## config.mk

```make
export PLATFORM = sky130hd
export DESIGN_NAME = pmdc_core
export DESIGN_NICKNAME = d
export VERILOG_FILES = /design/src/core/pmdc_core.v
export VERILOG_INCLUDE_DIRS = /design/src /design/src/core
export SDC_FILE = /design/constraint.sdc
export NUM_CORES = 2
export LEC_CHECK = 0
export BUFFER_PORTS_ARGS = -buffer_cell sky130_fd_sc_hd__buf_2
export CAP_MARGIN = 20
export CORE_UTILIZATION = 53
export CTS_CLUSTER_DIAMETER = 40
export DETAILED_ROUTE_END_ITERATION = 10
export PLACE_DENSITY_LB_ADDON = 0.05
export SKIP_LAST_GASP = 1
export SYNTH_ARGS = -nofsm -noshare
export SYNTH_HDL_FRONTEND = slang
export SYNTH_SLANG_ARGS = --single-unit
```

## constraint.sdc

```tcl
create_clock -name core_clk -period 182 [get_ports core_clk]
set_input_delay 36.4 -clock core_clk [delete_from_list [all_inputs] [get_ports core_clk]]
set_output_delay 36.4 -clock core_clk [all_outputs]
set_load 0.05 [all_outputs]
```

## src/core/pmdc_defs.vh

```
// constants for the panel menu and display control block
`ifndef PMDC_DEFS_VH
`define PMDC_DEFS_VH
// register byte offsets
`define PMDC_A_CTRL 5'h00
`define PMDC_A_PASS 5'h04
`define PMDC_A_TMO 5'h08
`define PMDC_A_PER 5'h0C
`define PMDC_A_ADDR 5'h10
`define PMDC_A_STAT 5'h14
// ctrl fields, reset values and the timeout limit
`define PMDC_CTRL_ROLE 0
`define PMDC_CTRL_SLIDE 1
`define PMDC_RST_PER 14'h0001
`define PMDC_RST_ADDR 8'h01
`define PMDC_MAX_TMO 16'h0063
// clock rate and times
`define PMDC_CLK_KHZ 200000
`define PMDC_DEB_MS 10
`define PMDC_LONG_MS 2000
`define PMDC_SEC_MS 1000
`define PMDC_ID_MS 1500
`define PMDC_ERR_MS 1000
`define PMDC_SLIDE_MS 400
`define PMDC_IDLE_S 6'h3C
// display range limits
`define PMDC_HI4 32'h0000_270F
`define PMDC_LO4 32'hFFFF_FC19
`define PMDC_HI6 32'h000F_423F
`define PMDC_LO6 32'hFFFE_7961
// display codes
`define PMDC_D_ID 4'h0
`define PMDC_D_DASH 4'h1
`define PMDC_D_VAL 4'h2
`define PMDC_D_OVER 4'h3
`define PMDC_D_UNDER 4'h4
`define PMDC_D_PASS 4'h5
`define PMDC_D_ERR 4'h6
`define PMDC_D_ITEM 4'h7
`define PMDC_D_EDIT 4'h8
`define PMDC_D_SETQ 4'h9
// menu item ids
`define PMDC_I_EDIT 4'h0
`define PMDC_I_SER 4'h1
`define PMDC_I_PASS 4'h2
`define PMDC_I_ROLE 4'h3
`define PMDC_I_TMO 4'h4
`define PMDC_I_FOL 4'h5
`define PMDC_I_POL 4'h6
`define PMDC_I_PER 4'h7
`define PMDC_I_ADDR 4'h8
`endif

```

## src/core/pmdc_core.v

```verilog
// panel menu, passcode, editing and display supervision
`timescale 1ns/1ps
`include "pmdc_defs.vh"
module pmdc_core #(
  parameter SIX_DEC = 0,
  parameter [31:0] DEB_CYC = `PMDC_DEB_MS * `PMDC_CLK_KHZ,
  parameter [31:0] LONG_CYC = `PMDC_LONG_MS * `PMDC_CLK_KHZ,
  parameter [31:0] SEC_CYC = `PMDC_SEC_MS * `PMDC_CLK_KHZ,
  parameter [31:0] ID_CYC = `PMDC_ID_MS * `PMDC_CLK_KHZ,
  parameter [31:0] ERR_CYC = `PMDC_ERR_MS * `PMDC_CLK_KHZ,
  parameter [31:0] SLIDE_CYC = `PMDC_SLIDE_MS * `PMDC_CLK_KHZ,
  // identity and version word, value arbitrary
  parameter [31:0] ID_WORD = 32'h0000_5a3c
) (
  // clock and reset
  input wire core_clk,
  input wire rst_n,
  // keys, high while pressed
  input wire key_back,
  input wire key_enter,
  input wire key_up,
  input wire key_down,
  // serial engine
  input wire val_write,
  input wire poll_answer,
  input wire [31:0] value_in,
  output reg poll_req,
  // display
  output reg [3:0] disp_code,
  output reg [31:0] disp_value,
  output reg disp_blink,
  output reg [2:0] disp_digit,
  output reg disp_mask,
  // nonvolatile store request
  output reg nv_store,
  output reg [3:0] nv_item,
  output reg [15:0] nv_value,
  // register bus
  input wire [4:0] avs_address,
  input wire avs_read,
  input wire avs_write,
  input wire [31:0] avs_writedata,
  output reg [31:0] avs_readdata,
  output reg avs_waitrequest
);

localparam [2:0] S_ID = 3'h0;
localparam [2:0] S_DISP = 3'h1;
localparam [2:0] S_PASS = 3'h2;
localparam [2:0] S_ERR = 3'h3;
localparam [2:0] S_MENU = 3'h4;
localparam [2:0] S_EDIT = 3'h5;
localparam [2:0] S_SETQ = 3'h6;
localparam [5:0] IDLE_CNT = `PMDC_IDLE_S;
localparam [31:0] HI = SIX_DEC ? `PMDC_HI6 : `PMDC_HI4;
localparam [31:0] LO = SIX_DEC ? `PMDC_LO6 : `PMDC_LO4;

function [15:0] pow10;
  input [1:0] p;
  case (p)
    2'h0: pow10 = 16'h0001;
    2'h1: pow10 = 16'h000A;
    2'h2: pow10 = 16'h0064;
    default: pow10 = 16'h03E8;
  endcase
endfunction

// the role submenu id follows the active role
function [3:0] item_id;
  input [1:0] l;
  input [1:0] x;
  input r;
  case (l)
    2'h0: item_id = (x == 2'h0) ? `PMDC_I_EDIT :
      (x == 2'h1) ? `PMDC_I_SER : `PMDC_I_PASS;
    2'h1: item_id = (x == 2'h0) ? `PMDC_I_ROLE :
      (x == 2'h1) ? `PMDC_I_TMO : (r ? `PMDC_I_POL : `PMDC_I_FOL);
    default: item_id = r ? `PMDC_I_PER : `PMDC_I_ADDR;
  endcase
endfunction

function [15:0] item_max;
  input [3:0] id;
  case (id)
    `PMDC_I_TMO: item_max = `PMDC_MAX_TMO;
    `PMDC_I_ADDR: item_max = 16'h00C7;
    `PMDC_I_PER: item_max = 16'h270F;
    `PMDC_I_PASS: item_max = 16'h270F;
    default: item_max = 16'h0001;
  endcase
endfunction

function is_list;
  input [3:0] id;
  is_list = (id == `PMDC_I_EDIT) || (id == `PMDC_I_ROLE);
endfunction

function is_sub;
  input [3:0] id;
  is_sub = (id == `PMDC_I_SER) || (id == `PMDC_I_FOL) ||
    (id == `PMDC_I_POL);
endfunction

integer i;
integer j;
reg [3:0] k_st;
reg [3:0] k_pv;
reg [31:0] deb [0:3];
reg [31:0] hold [0:3];
reg [31:0] sec_cnt;
reg sec_tick;
reg [2:0] st;
reg [31:0] tcnt;
reg [1:0] lvl;
reg [1:0] idx;
reg [15:0] ev;
reg [1:0] epos;
reg [5:0] idle;
reg cfg_role;
reg cfg_slide;
reg [15:0] cfg_pass;
reg [6:0] cfg_tmo;
reg [13:0] cfg_per;
reg [7:0] cfg_addr;
reg [31:0] s_tmr;
reg [1:0] s_rate;
reg [2:0] s_stp;
reg s_up;
reg [15:0] sup_cnt;
reg [13:0] poll_cnt;
reg blink;
reg have_val;
reg [31:0] val;
reg [15:0] cur_val;
reg [31:0] rd_mux;

wire [3:0] k_raw = {key_down, key_up, key_enter, key_back};
wire [3:0] prs = k_st & ~k_pv;
wire [3:0] rel = ~k_st & k_pv;
wire [3:0] sht;
wire [3:0] lng;
wire [3:0] cur_id = item_id(lvl, idx, cfg_role);
wire [15:0] mx = item_max(cur_id);
wire [1:0] cnt = (lvl == 2'h2) ? 2'h1 : 2'h3;
wire [15:0] pw = pow10(epos);
wire upd = cfg_role ? poll_answer : val_write;
wire [15:0] lim = {9'h000, cfg_tmo} + (cfg_role ? {2'h0, cfg_per} : 16'h0000);
// a fresh press with the other key released steers its own first step, not the stored direction
wire s_dir = (prs[2] && !k_st[3]) || (s_up && !(prs[3] && !k_st[2]));

genvar g;
generate
  for (g = 0; g < 4; g = g + 1) begin : g_key
    assign sht[g] = rel[g] && (hold[g] < LONG_CYC);
    assign lng[g] = k_st[g] && (hold[g] == LONG_CYC - 32'h0000_0001);
  end
endgenerate

// debounce: a level must stay changed for the whole window
always @(posedge core_clk) begin
  for (i = 0; i < 4; i = i + 1) begin
    if (!rst_n) begin
      deb[i] <= 32'h0000_0000;
      hold[i] <= 32'h0000_0000;
    end else begin
      if (k_raw[i] == k_st[i])
        deb[i] <= 32'h0000_0000;
      else if (deb[i] >= DEB_CYC - 32'h0000_0001)
        deb[i] <= 32'h0000_0000;
      else
        deb[i] <= deb[i] + 32'h0000_0001;
      if (!k_st[i])
        hold[i] <= 32'h0000_0000;
      else if (hold[i] < LONG_CYC)
        hold[i] <= hold[i] + 32'h0000_0001;
    end
  end
end

always @(posedge core_clk) begin
  if (!rst_n) begin
    k_st <= 4'h0;
    k_pv <= 4'h0;
    sec_cnt <= 32'h0000_0000;
    sec_tick <= 1'b0;
  end else begin
    k_pv <= k_st;
    for (j = 0; j < 4; j = j + 1)
      if (k_raw[j] != k_st[j] && deb[j] >= DEB_CYC - 32'h0000_0001)
        k_st[j] <= k_raw[j];
    sec_tick <= (sec_cnt == SEC_CYC - 32'h0000_0001);
    if (sec_cnt == SEC_CYC - 32'h0000_0001)
      sec_cnt <= 32'h0000_0000;
    else
      sec_cnt <= sec_cnt + 32'h0000_0001;
  end
end

always @* begin
  case (cur_id)
    `PMDC_I_EDIT: cur_val = {15'h0000, cfg_slide};
    `PMDC_I_ROLE: cur_val = {15'h0000, cfg_role};
    `PMDC_I_TMO: cur_val = {9'h000, cfg_tmo};
    `PMDC_I_PER: cur_val = {2'h0, cfg_per};
    `PMDC_I_ADDR: cur_val = {8'h00, cfg_addr};
    `PMDC_I_PASS: cur_val = cfg_pass;
    default: cur_val = 16'h0000;
  endcase
end

always @* begin
  case (avs_address)
    `PMDC_A_CTRL: rd_mux = {30'h0000_0000, cfg_slide, cfg_role};
    `PMDC_A_PASS: rd_mux = {16'h0000, cfg_pass};
    `PMDC_A_TMO: rd_mux = {25'h000_0000, cfg_tmo};
    `PMDC_A_PER: rd_mux = {18'h0_0000, cfg_per};
    `PMDC_A_ADDR: rd_mux = {24'h00_0000, cfg_addr};
    `PMDC_A_STAT: rd_mux = {23'h00_0000, st, blink, have_val,
      lvl, idx};
    default: rd_mux = 32'h0000_0000;
  endcase
end

// value supervision runs in every state, menu included
always @(posedge core_clk) begin
  if (!rst_n) begin
    sup_cnt <= 16'h0000;
    poll_cnt <= 14'h0000;
    poll_req <= 1'b0;
    blink <= 1'b0;
    have_val <= 1'b0;
    val <= 32'h0000_0000;
  end else begin
    poll_req <= 1'b0;
    if (upd) begin
      val <= value_in;
      have_val <= 1'b1;
      sup_cnt <= 16'h0000;
      blink <= 1'b0;
    end else begin
      if (sec_tick && sup_cnt != 16'hFFFF)
        sup_cnt <= sup_cnt + 16'h0001;
      blink <= (cfg_tmo != 7'h00) && (sup_cnt > lim);
    end
    if (!cfg_role)
      poll_cnt <= 14'h0000;
    else if (sec_tick) begin
      if (poll_cnt + 14'h0001 >= cfg_per) begin
        poll_cnt <= 14'h0000;
        poll_req <= 1'b1;
      end else
        poll_cnt <= poll_cnt + 14'h0001;
    end
  end
end

always @(posedge core_clk) begin
  if (!rst_n) begin
    st <= S_ID;
    tcnt <= 32'h0000_0000;
    lvl <= 2'h0;
    idx <= 2'h0;
    ev <= 16'h0000;
    epos <= 2'h3;
    idle <= 6'h00;
    nv_store <= 1'b0;
    nv_item <= 4'h0;
    nv_value <= 16'h0000;
    cfg_role <= 1'b0;
    cfg_slide <= 1'b0;
    cfg_pass <= 16'h0000;
    cfg_tmo <= 7'h00;
    cfg_per <= `PMDC_RST_PER;
    cfg_addr <= `PMDC_RST_ADDR;
    s_tmr <= 32'h0000_0000;
    s_rate <= 2'h0;
    s_stp <= 3'h0;
    s_up <= 1'b1;
    avs_waitrequest <= 1'b1;
    avs_readdata <= 32'h0000_0000;
  end else begin
    nv_store <= 1'b0;
    // one wait state, then the answer for a single edge
    if ((avs_read || avs_write) && avs_waitrequest) begin
      avs_waitrequest <= 1'b0;
      avs_readdata <= rd_mux;
    end else
      avs_waitrequest <= 1'b1;
    if (avs_write && !avs_waitrequest) begin
      case (avs_address)
        `PMDC_A_CTRL: begin
          cfg_role <= avs_writedata[`PMDC_CTRL_ROLE];
          cfg_slide <= avs_writedata[`PMDC_CTRL_SLIDE];
        end
        `PMDC_A_PASS: cfg_pass <= avs_writedata[15:0];
        `PMDC_A_TMO: cfg_tmo <= (avs_writedata > 32'h0000_0063) ?
          7'h63 : avs_writedata[6:0];
        `PMDC_A_PER: cfg_per <= avs_writedata[13:0];
        `PMDC_A_ADDR: cfg_addr <= avs_writedata[7:0];
        default: ;
      endcase
    end
    if (|(prs | rel))
      idle <= 6'h00;
    else if (sec_tick && idle != 6'h3F)
      idle <= idle + 6'h01;
    case (st)
      S_ID: begin
        if (tcnt >= ID_CYC - 32'h0000_0001) begin
          st <= S_DISP;
          tcnt <= 32'h0000_0000;
        end else
          tcnt <= tcnt + 32'h0000_0001;
      end
      S_DISP: begin
        if (lng[0]) begin
          lvl <= 2'h0;
          idx <= 2'h0;
          ev <= 16'h0000;
          epos <= 2'h3;
          st <= (cfg_pass == 16'h0000) ? S_MENU : S_PASS;
        end
      end
      S_PASS: begin
        if (prs[2] && ev + pw <= 16'h270F && ev / pw % 16'h000A != 9)
          ev <= ev + pw;
        else if (prs[3] && ev / pw % 16'h000A != 0)
          ev <= ev - pw;
        if (sht[1]) begin
          if (epos == 2'h0) begin
            st <= (ev == cfg_pass) ? S_MENU : S_ERR;
            tcnt <= 32'h0000_0000;
          end else
            epos <= epos - 2'h1;
        end
        if (sht[0])
          st <= S_DISP;
      end
      S_ERR: begin
        if (tcnt >= ERR_CYC - 32'h0000_0001)
          st <= S_DISP;
        else
          tcnt <= tcnt + 32'h0000_0001;
      end
      S_MENU: begin
        if (prs[2])
          idx <= (idx == cnt - 2'h1) ? 2'h0 : idx + 2'h1;
        else if (prs[3])
          idx <= (idx == 2'h0) ? cnt - 2'h1 : idx - 2'h1;
        if (sht[1]) begin
          if (is_sub(cur_id)) begin
            lvl <= lvl + 2'h1;
            idx <= 2'h0;
          end else begin
            ev <= cur_val;
            epos <= 2'h3;
            s_tmr <= 32'h0000_0000;
            s_rate <= 2'h0;
            st <= S_EDIT;
          end
        end
        if (sht[0]) begin
          idx <= 2'h0;
          if (lvl == 2'h0)
            st <= S_DISP;
          else
            lvl <= lvl - 2'h1;
        end
        if (idle >= IDLE_CNT)
          st <= S_DISP;
      end
      S_EDIT: begin
        if (is_list(cur_id)) begin
          if (prs[2] || prs[3])
            ev <= {15'h0000, ~ev[0]};
          if (sht[1])
            st <= S_SETQ;
        end else begin
          if (lng[1])
            st <= S_SETQ;
          if (!cfg_slide) begin
            if (sht[1])
              epos <= epos - 2'h1;
            if (prs[2] && ev + pw <= mx)
              ev <= ev + pw;
            else if (prs[3] && ev >= pw)
              ev <= ev - pw;
          end else begin
            if (prs[2] && !k_st[3])
              s_up <= 1'b1;
            if (prs[3] && !k_st[2])
              s_up <= 1'b0;
            if (!k_st[2] && !k_st[3]) begin
              s_tmr <= SLIDE_CYC; // first press steps at once
              s_rate <= 2'h0;
              s_stp <= 3'h0;
            end else if (s_tmr >= (SLIDE_CYC >> s_rate)) begin
              s_tmr <= 32'h0000_0000;
              s_stp <= s_stp + 3'h1;
              if (s_dir)
                ev <= (ev >= mx) ? mx : ev + 16'h0001;
              else
                ev <= (ev == 16'h0000) ? ev : ev - 16'h0001;
              // holding the other key keeps the slow rate
              if (k_st[2] && k_st[3])
                s_rate <= 2'h0;
              else if (s_stp == 3'h7 && s_rate != 2'h3)
                s_rate <= s_rate + 2'h1;
            end else
              s_tmr <= s_tmr + 32'h0000_0001;
            if ((prs[3] && k_st[2]) || (prs[2] && k_st[3]))
              s_rate <= 2'h0;
          end
        end
        if (sht[0])
          st <= S_MENU;
      end
      S_SETQ: begin
        if (sht[1]) begin
          nv_store <= 1'b1;
          nv_item <= cur_id;
          nv_value <= ev;
          st <= S_MENU;
          case (cur_id)
            `PMDC_I_EDIT: cfg_slide <= ev[0];
            `PMDC_I_ROLE: cfg_role <= ev[0];
            `PMDC_I_TMO: cfg_tmo <= ev[6:0];
            `PMDC_I_PER: cfg_per <= ev[13:0];
            `PMDC_I_ADDR: cfg_addr <= ev[7:0];
            `PMDC_I_PASS: cfg_pass <= ev;
            default: ;
          endcase
        end else if (sht[0])
          st <= S_MENU;
      end
      default: st <= S_ID;
    endcase
  end
end

always @(posedge core_clk) begin
  if (!rst_n) begin
    disp_code <= `PMDC_D_ID;
    disp_value <= 32'h0000_0000;
    disp_blink <= 1'b0;
    disp_digit <= 3'h7;
    disp_mask <= 1'b0;
  end else begin
    disp_blink <= 1'b0;
    disp_digit <= 3'h7;
    disp_mask <= 1'b0;
    disp_value <= {16'h0000, ev};
    case (st)
      S_ID: begin
        disp_code <= `PMDC_D_ID;
        disp_value <= ID_WORD;
      end
      S_DISP: begin
        disp_value <= val;
        if (!have_val)
          disp_code <= `PMDC_D_DASH;
        else if ($signed(val) > $signed(HI))
          disp_code <= `PMDC_D_OVER;
        else if ($signed(val) < $signed(LO))
          disp_code <= `PMDC_D_UNDER;
        else begin
          disp_code <= `PMDC_D_VAL;
          disp_blink <= blink;
        end
      end
      S_PASS: begin
        disp_code <= `PMDC_D_PASS;
        disp_digit <= {1'b0, epos};
        disp_mask <= 1'b1;
      end
      S_ERR: disp_code <= `PMDC_D_ERR;
      S_MENU: begin
        disp_code <= `PMDC_D_ITEM;
        disp_value <= {28'h000_0000, cur_id};
      end
      S_EDIT: begin
        disp_code <= `PMDC_D_EDIT;
        if (!cfg_slide && !is_list(cur_id))
          disp_digit <= {1'b0, epos};
      end
      S_SETQ: disp_code <= `PMDC_D_SETQ;
      default: disp_code <= `PMDC_D_ID;
    endcase
  end
end

endmodule // pmdc_core

```

==> out/results.tsv <==
stage	metric	value	unit
grt	antenna violations before repair	6	
grt	gr ovfl total	0	
worst_setup_path	crit-path max cell delay	0.93	ns
cells_and_area	Layout Nets	7798	
worst_setup_path	Worst Reg-to-Reg Cells	351	
synthesis	fraction of synthesis flops using an asynchronous set or reset pin	0	%
detailed_routing	residual antenna-violating net count after detailed routing	0	
sta	part of the cycle the worst path needs	48.68	%
detailed_routing	detailed-routing iteration count for the pre-antenna-repair pass	8	
worst_setup_path	Crit Path Max Fanout	32	
worst_setup_path	Critical Path End Type	register	
cts	TritonCTS Buffers	88	
cells_and_area	synth-to-layout area growth	10.16	%
floorplanning	initial cell density of the core	53.50	%
detailed_routing	number of DRC violations after detailed routing	0	
synthesis	most frequent cells after synthesis	905 x sky130_fd_sc_hd__nor2_1, 719 x sky130_fd_sc_hd__nand2_1, 529 x sky130_fd_sc_hd__a21oi_1	
synthesis	post-synthesis sequential area ratio	22.81	%
worst_setup_path	launch point of the worst reg-to-reg path	epos[1]	
floorplanning	placement row count	117	
worst_setup_path	worst r2r dst	ev[15]	
grt	global-route wire length before repair	277700	µm
worst_setup_path	critical path depth in cells	351	
worst_setup_path	launching instance or port of the critical path	epos[1]	
cts	number of clock sinks seen by CTS	525	
sta	Final Skew	0.02588	ns
sta	RSZ-0062 raised after global routing	false	
worst_setup_path	last element of the critical path	ev[15]	
sta	pin slew with the least headroom to its limit	1.120	ns
cts	worst skew pair latency	0.68	ns
synthesis	post-synthesis instance area	54510	µm²
worst_setup_path	worst reg2reg setup slack	93.41	ns
sta	final-report setup violation count	0	
detailed_routing	via count	55164	
synthesis	area share of the largest cell type after synthesis	12.23	%
synthesis	number of enable-type register cells in the synthesized netlist	192	
sta	minimum period implied by the final worst setup slack	88.59	ns
placed_design	number of buffers inserted by port buffering	158	
cts	maximum buffer depth of the clock tree	3	
worst_setup_path	crit path buf inv count	25	
job	max-capacitance violation count	0	
cts	TritonCTS clock tree	done	
min_path	worst hold path type	reg -> reg	
sta	Max Slew Vio Count	0	
grt	total global routing track utilization	33.11	%
grt	maximum number of pins on one net before global-route repair	74	
detailed_routing	DRC marker count from the first detailed-route iteration	5219	
cts	buffers inserted during post-CTS setup optimization	0	
sta	normalized max-slew margin	25.18	%
cts	clock-pin slew on the worst setup and hold paths	0.06	ns
placed_design	half-perimeter wire length of the detailed placement result	136000	µm
worst_setup_path	cell family contributing the most delay on the critical path	compound AO/OA/AOI/OAI gates	
floorplanning	placeable core region	101900	µm²
worst_setup_path	Critical Path Slowest Stage Cell	sky130_fd_sc_hd__or4_1	
sta	highest achievable clock rate	11.29	MHz
cts	number of buffers inserted for hold repair after clock tree synthesis	0	
floorplanning	DIE HEIGHT	322.7	µm
synthesis	instance count of the mapped netlist	7099	
detailed_routing	wire length reported by the detailed router	178800	µm
synthesis	most repeated cell in the gate-level netlist after synthesis	sky130_fd_sc_hd__nor2_1	
grt	number of global-route vias before repair	50365	
placed_design	gp weighted congestion	1.006	
floorplanning	ports placed on the boundary	175	
sta	final hold vios	0	
synthesis	Main synth FF type	sky130_fd_sc_hd__dfxtp_1	
run_status	status	finished, final reports clean	
synthesis	mean area per synthesized cell	7.678	µm²
detailed_routing	detail-routed net length per standard cell	20.37	µm
cts	CTS Root Buffer Type	sky130_fd_sc_hd__clkbuf_16	
cells_and_area	layout cells sized above 1	9.158	%
synthesis	count of different cell masters after synthesis	159	
cts	# resized after CTS	0	
synthesis	leading post-synthesis cells by cell area	sky130_fd_sc_hd__dfxtp_1 12%, sky130_fd_sc_hd__edfxtp_1 11%, sky130_fd_sc_hd__ha_1 8.9%	
floorplanning	Die Footprint	104100	µm²
cts	H-tree levels	3	
worst_setup_path	category of the worst setup path launch point	register	
sta	Setup TNS Final	0	ns
detailed_routing	number of vias per cell	6.287	
floorplanning	Die X	322.7	µm
worst_setup_path	crit-path most repeated cell	sky130_fd_sc_hd__a21oi_1	
worst_setup_path	WP data required	182.51	ns
synthesis	number of synthesized register bits	525	
worst_setup_path	arrival time of data at the critical path endpoint	89.10	ns
synthesis	yosys synthesis warning count	0	
synthesis	library cell occupying the most area in the post-synthesis netlist	sky130_fd_sc_hd__dfxtp_1	
worst_setup_path	worst setup path class	reg -> reg	
## worst min-delay path: stages, from the launching register on
cell and delay (ns):
sky130_fd_sc_hd__dfxtp_1 0.31, sky130_fd_sc_hd__nand2_1 0.05, sky130_fd_sc_hd__a21oi_1 0.05
## per-stage QoR
stage          setup slack [ns]  cell area, µm²  hold slack [ns]  instances  utilization (%)
6_report                  93.41           60040           0.4525       8774            58.93
5_1_grt                   86.04           60030           0.4796       8771            58.92
4_1_cts                   95.08           59970           0.4554       8767            58.86
3_5_place_dp              95.41           56870           0.4439       8602            55.82
3_3_place_gp              98.05           56870           0.4377       8602            55.82
2_1_floorplan            110.34           55290           0.4139       7307                -
## flip-flops by register name (all words and copies together) (netlist names), 6 cells and up
| name | flops |
|---|---|
| cfg_tmo | 7 |
| deb | 128 |
| hold | 64 |
| disp_value | 32 |
| cfg_pass | 16 |
| cfg_addr | 8 |
| s_tmr | 32 |
| cfg_per | 14 |
| val | 32 |
| tcnt | 32 |
| ev | 16 |
| sec_cnt | 32 |
| avs_readdata | 16 |
| idle | 6 |
| poll_cnt | 14 |
| sup_cnt | 16 |
| nv_value | 16 |
## area by class of cell
cell class              count  area, µm²
fillers                  9564      41850
multi-input cells        6253      40520
flip-flops and latches    525      12430
clock buffers             104       2354
well taps                1368       1712
repair buffers            240       1438
inverters                 220      832.0
clock inverters            61      748.2
diodes                      3      7.507
## routing by layer
metal,track usage [%],wire [µm],up-vias,part of all wire [%]
met2,53.19,79880,2223,45
met3,5.469,13810,486,7.7
met1,43.56,77220,25916,43
li1,-,-,26535,-
met4,14.48,7814,4,4.4
met5,0,24,-,0.013
## worst min path at each step
stage,from,end,slack [ns],cells past startpoint
after floorplan,blink,disp_blink,0.41,2
after global placement,avs_readdata[2],avs_readdata[2],0.44,2
after detailed placement,avs_readdata[2],avs_readdata[2],0.44,2
after CTS,avs_readdata[14],avs_readdata[14],0.46,2
after global routing,nv_value[12],nv_value[12],0.48,2
final,nv_value[5],nv_value[5],0.45,2
## cells in the final DEF (no fill, tap or decap), types with 47 or more instances in the layout
cell / count
sky130_fd_sc_hd__o211ai_1: 47
sky130_fd_sc_hd__xor2_1: 248
sky130_fd_sc_hd__nand3_1: 230
sky130_fd_sc_hd__a21oi_1: 528
sky130_fd_sc_hd__xnor2_1: 270
sky130_fd_sc_hd__inv_1: 212
sky130_fd_sc_hd__edfxtp_1: 192
sky130_fd_sc_hd__nor2b_1: 62
sky130_fd_sc_hd__a211oi_1: 125
sky130_fd_sc_hd__a31oi_1: 58
sky130_fd_sc_hd__nor2_1: 904
sky130_fd_sc_hd__mux2i_1: 157
sky130_fd_sc_hd__o21ai_0: 334
sky130_fd_sc_hd__and2_1: 96
sky130_fd_sc_hd__ha_1: 388
sky130_fd_sc_hd__dfxtp_1: 333
sky130_fd_sc_hd__nor3_1: 197
sky130_fd_sc_hd__o31ai_1: 62
sky130_fd_sc_hd__a21o_1: 112
sky130_fd_sc_hd__conb_1: 210
sky130_fd_sc_hd__and3_1: 143
sky130_fd_sc_hd__nand4_1: 111
sky130_fd_sc_hd__clkbuf_16: 89
sky130_fd_sc_hd__buf_4: 78
sky130_fd_sc_hd__buf_2: 158
sky130_fd_sc_hd__nand2_1: 719
sky130_fd_sc_hd__o21a_1: 97
sky130_fd_sc_hd__nor4_1: 94
sky130_fd_sc_hd__nand2b_1: 78
sky130_fd_sc_hd__o22ai_1: 49
sky130_fd_sc_hd__or3_1: 60
## kinds of logic after synthesis
family                     synth area share, %
other                                  0.01378
xor gates and xnor gates                 8.353
buffers and inverters                    4.412
muxes                                    3.831
and+or+nand+nor                          26.99
DFF                                      22.81
adders and majority gates                9.127
AOI/OAI and AO/OA                        24.47
Power is not shown: default switching activity piles up to over one toggle a cycle in this logic, so the estimate is an artifact.
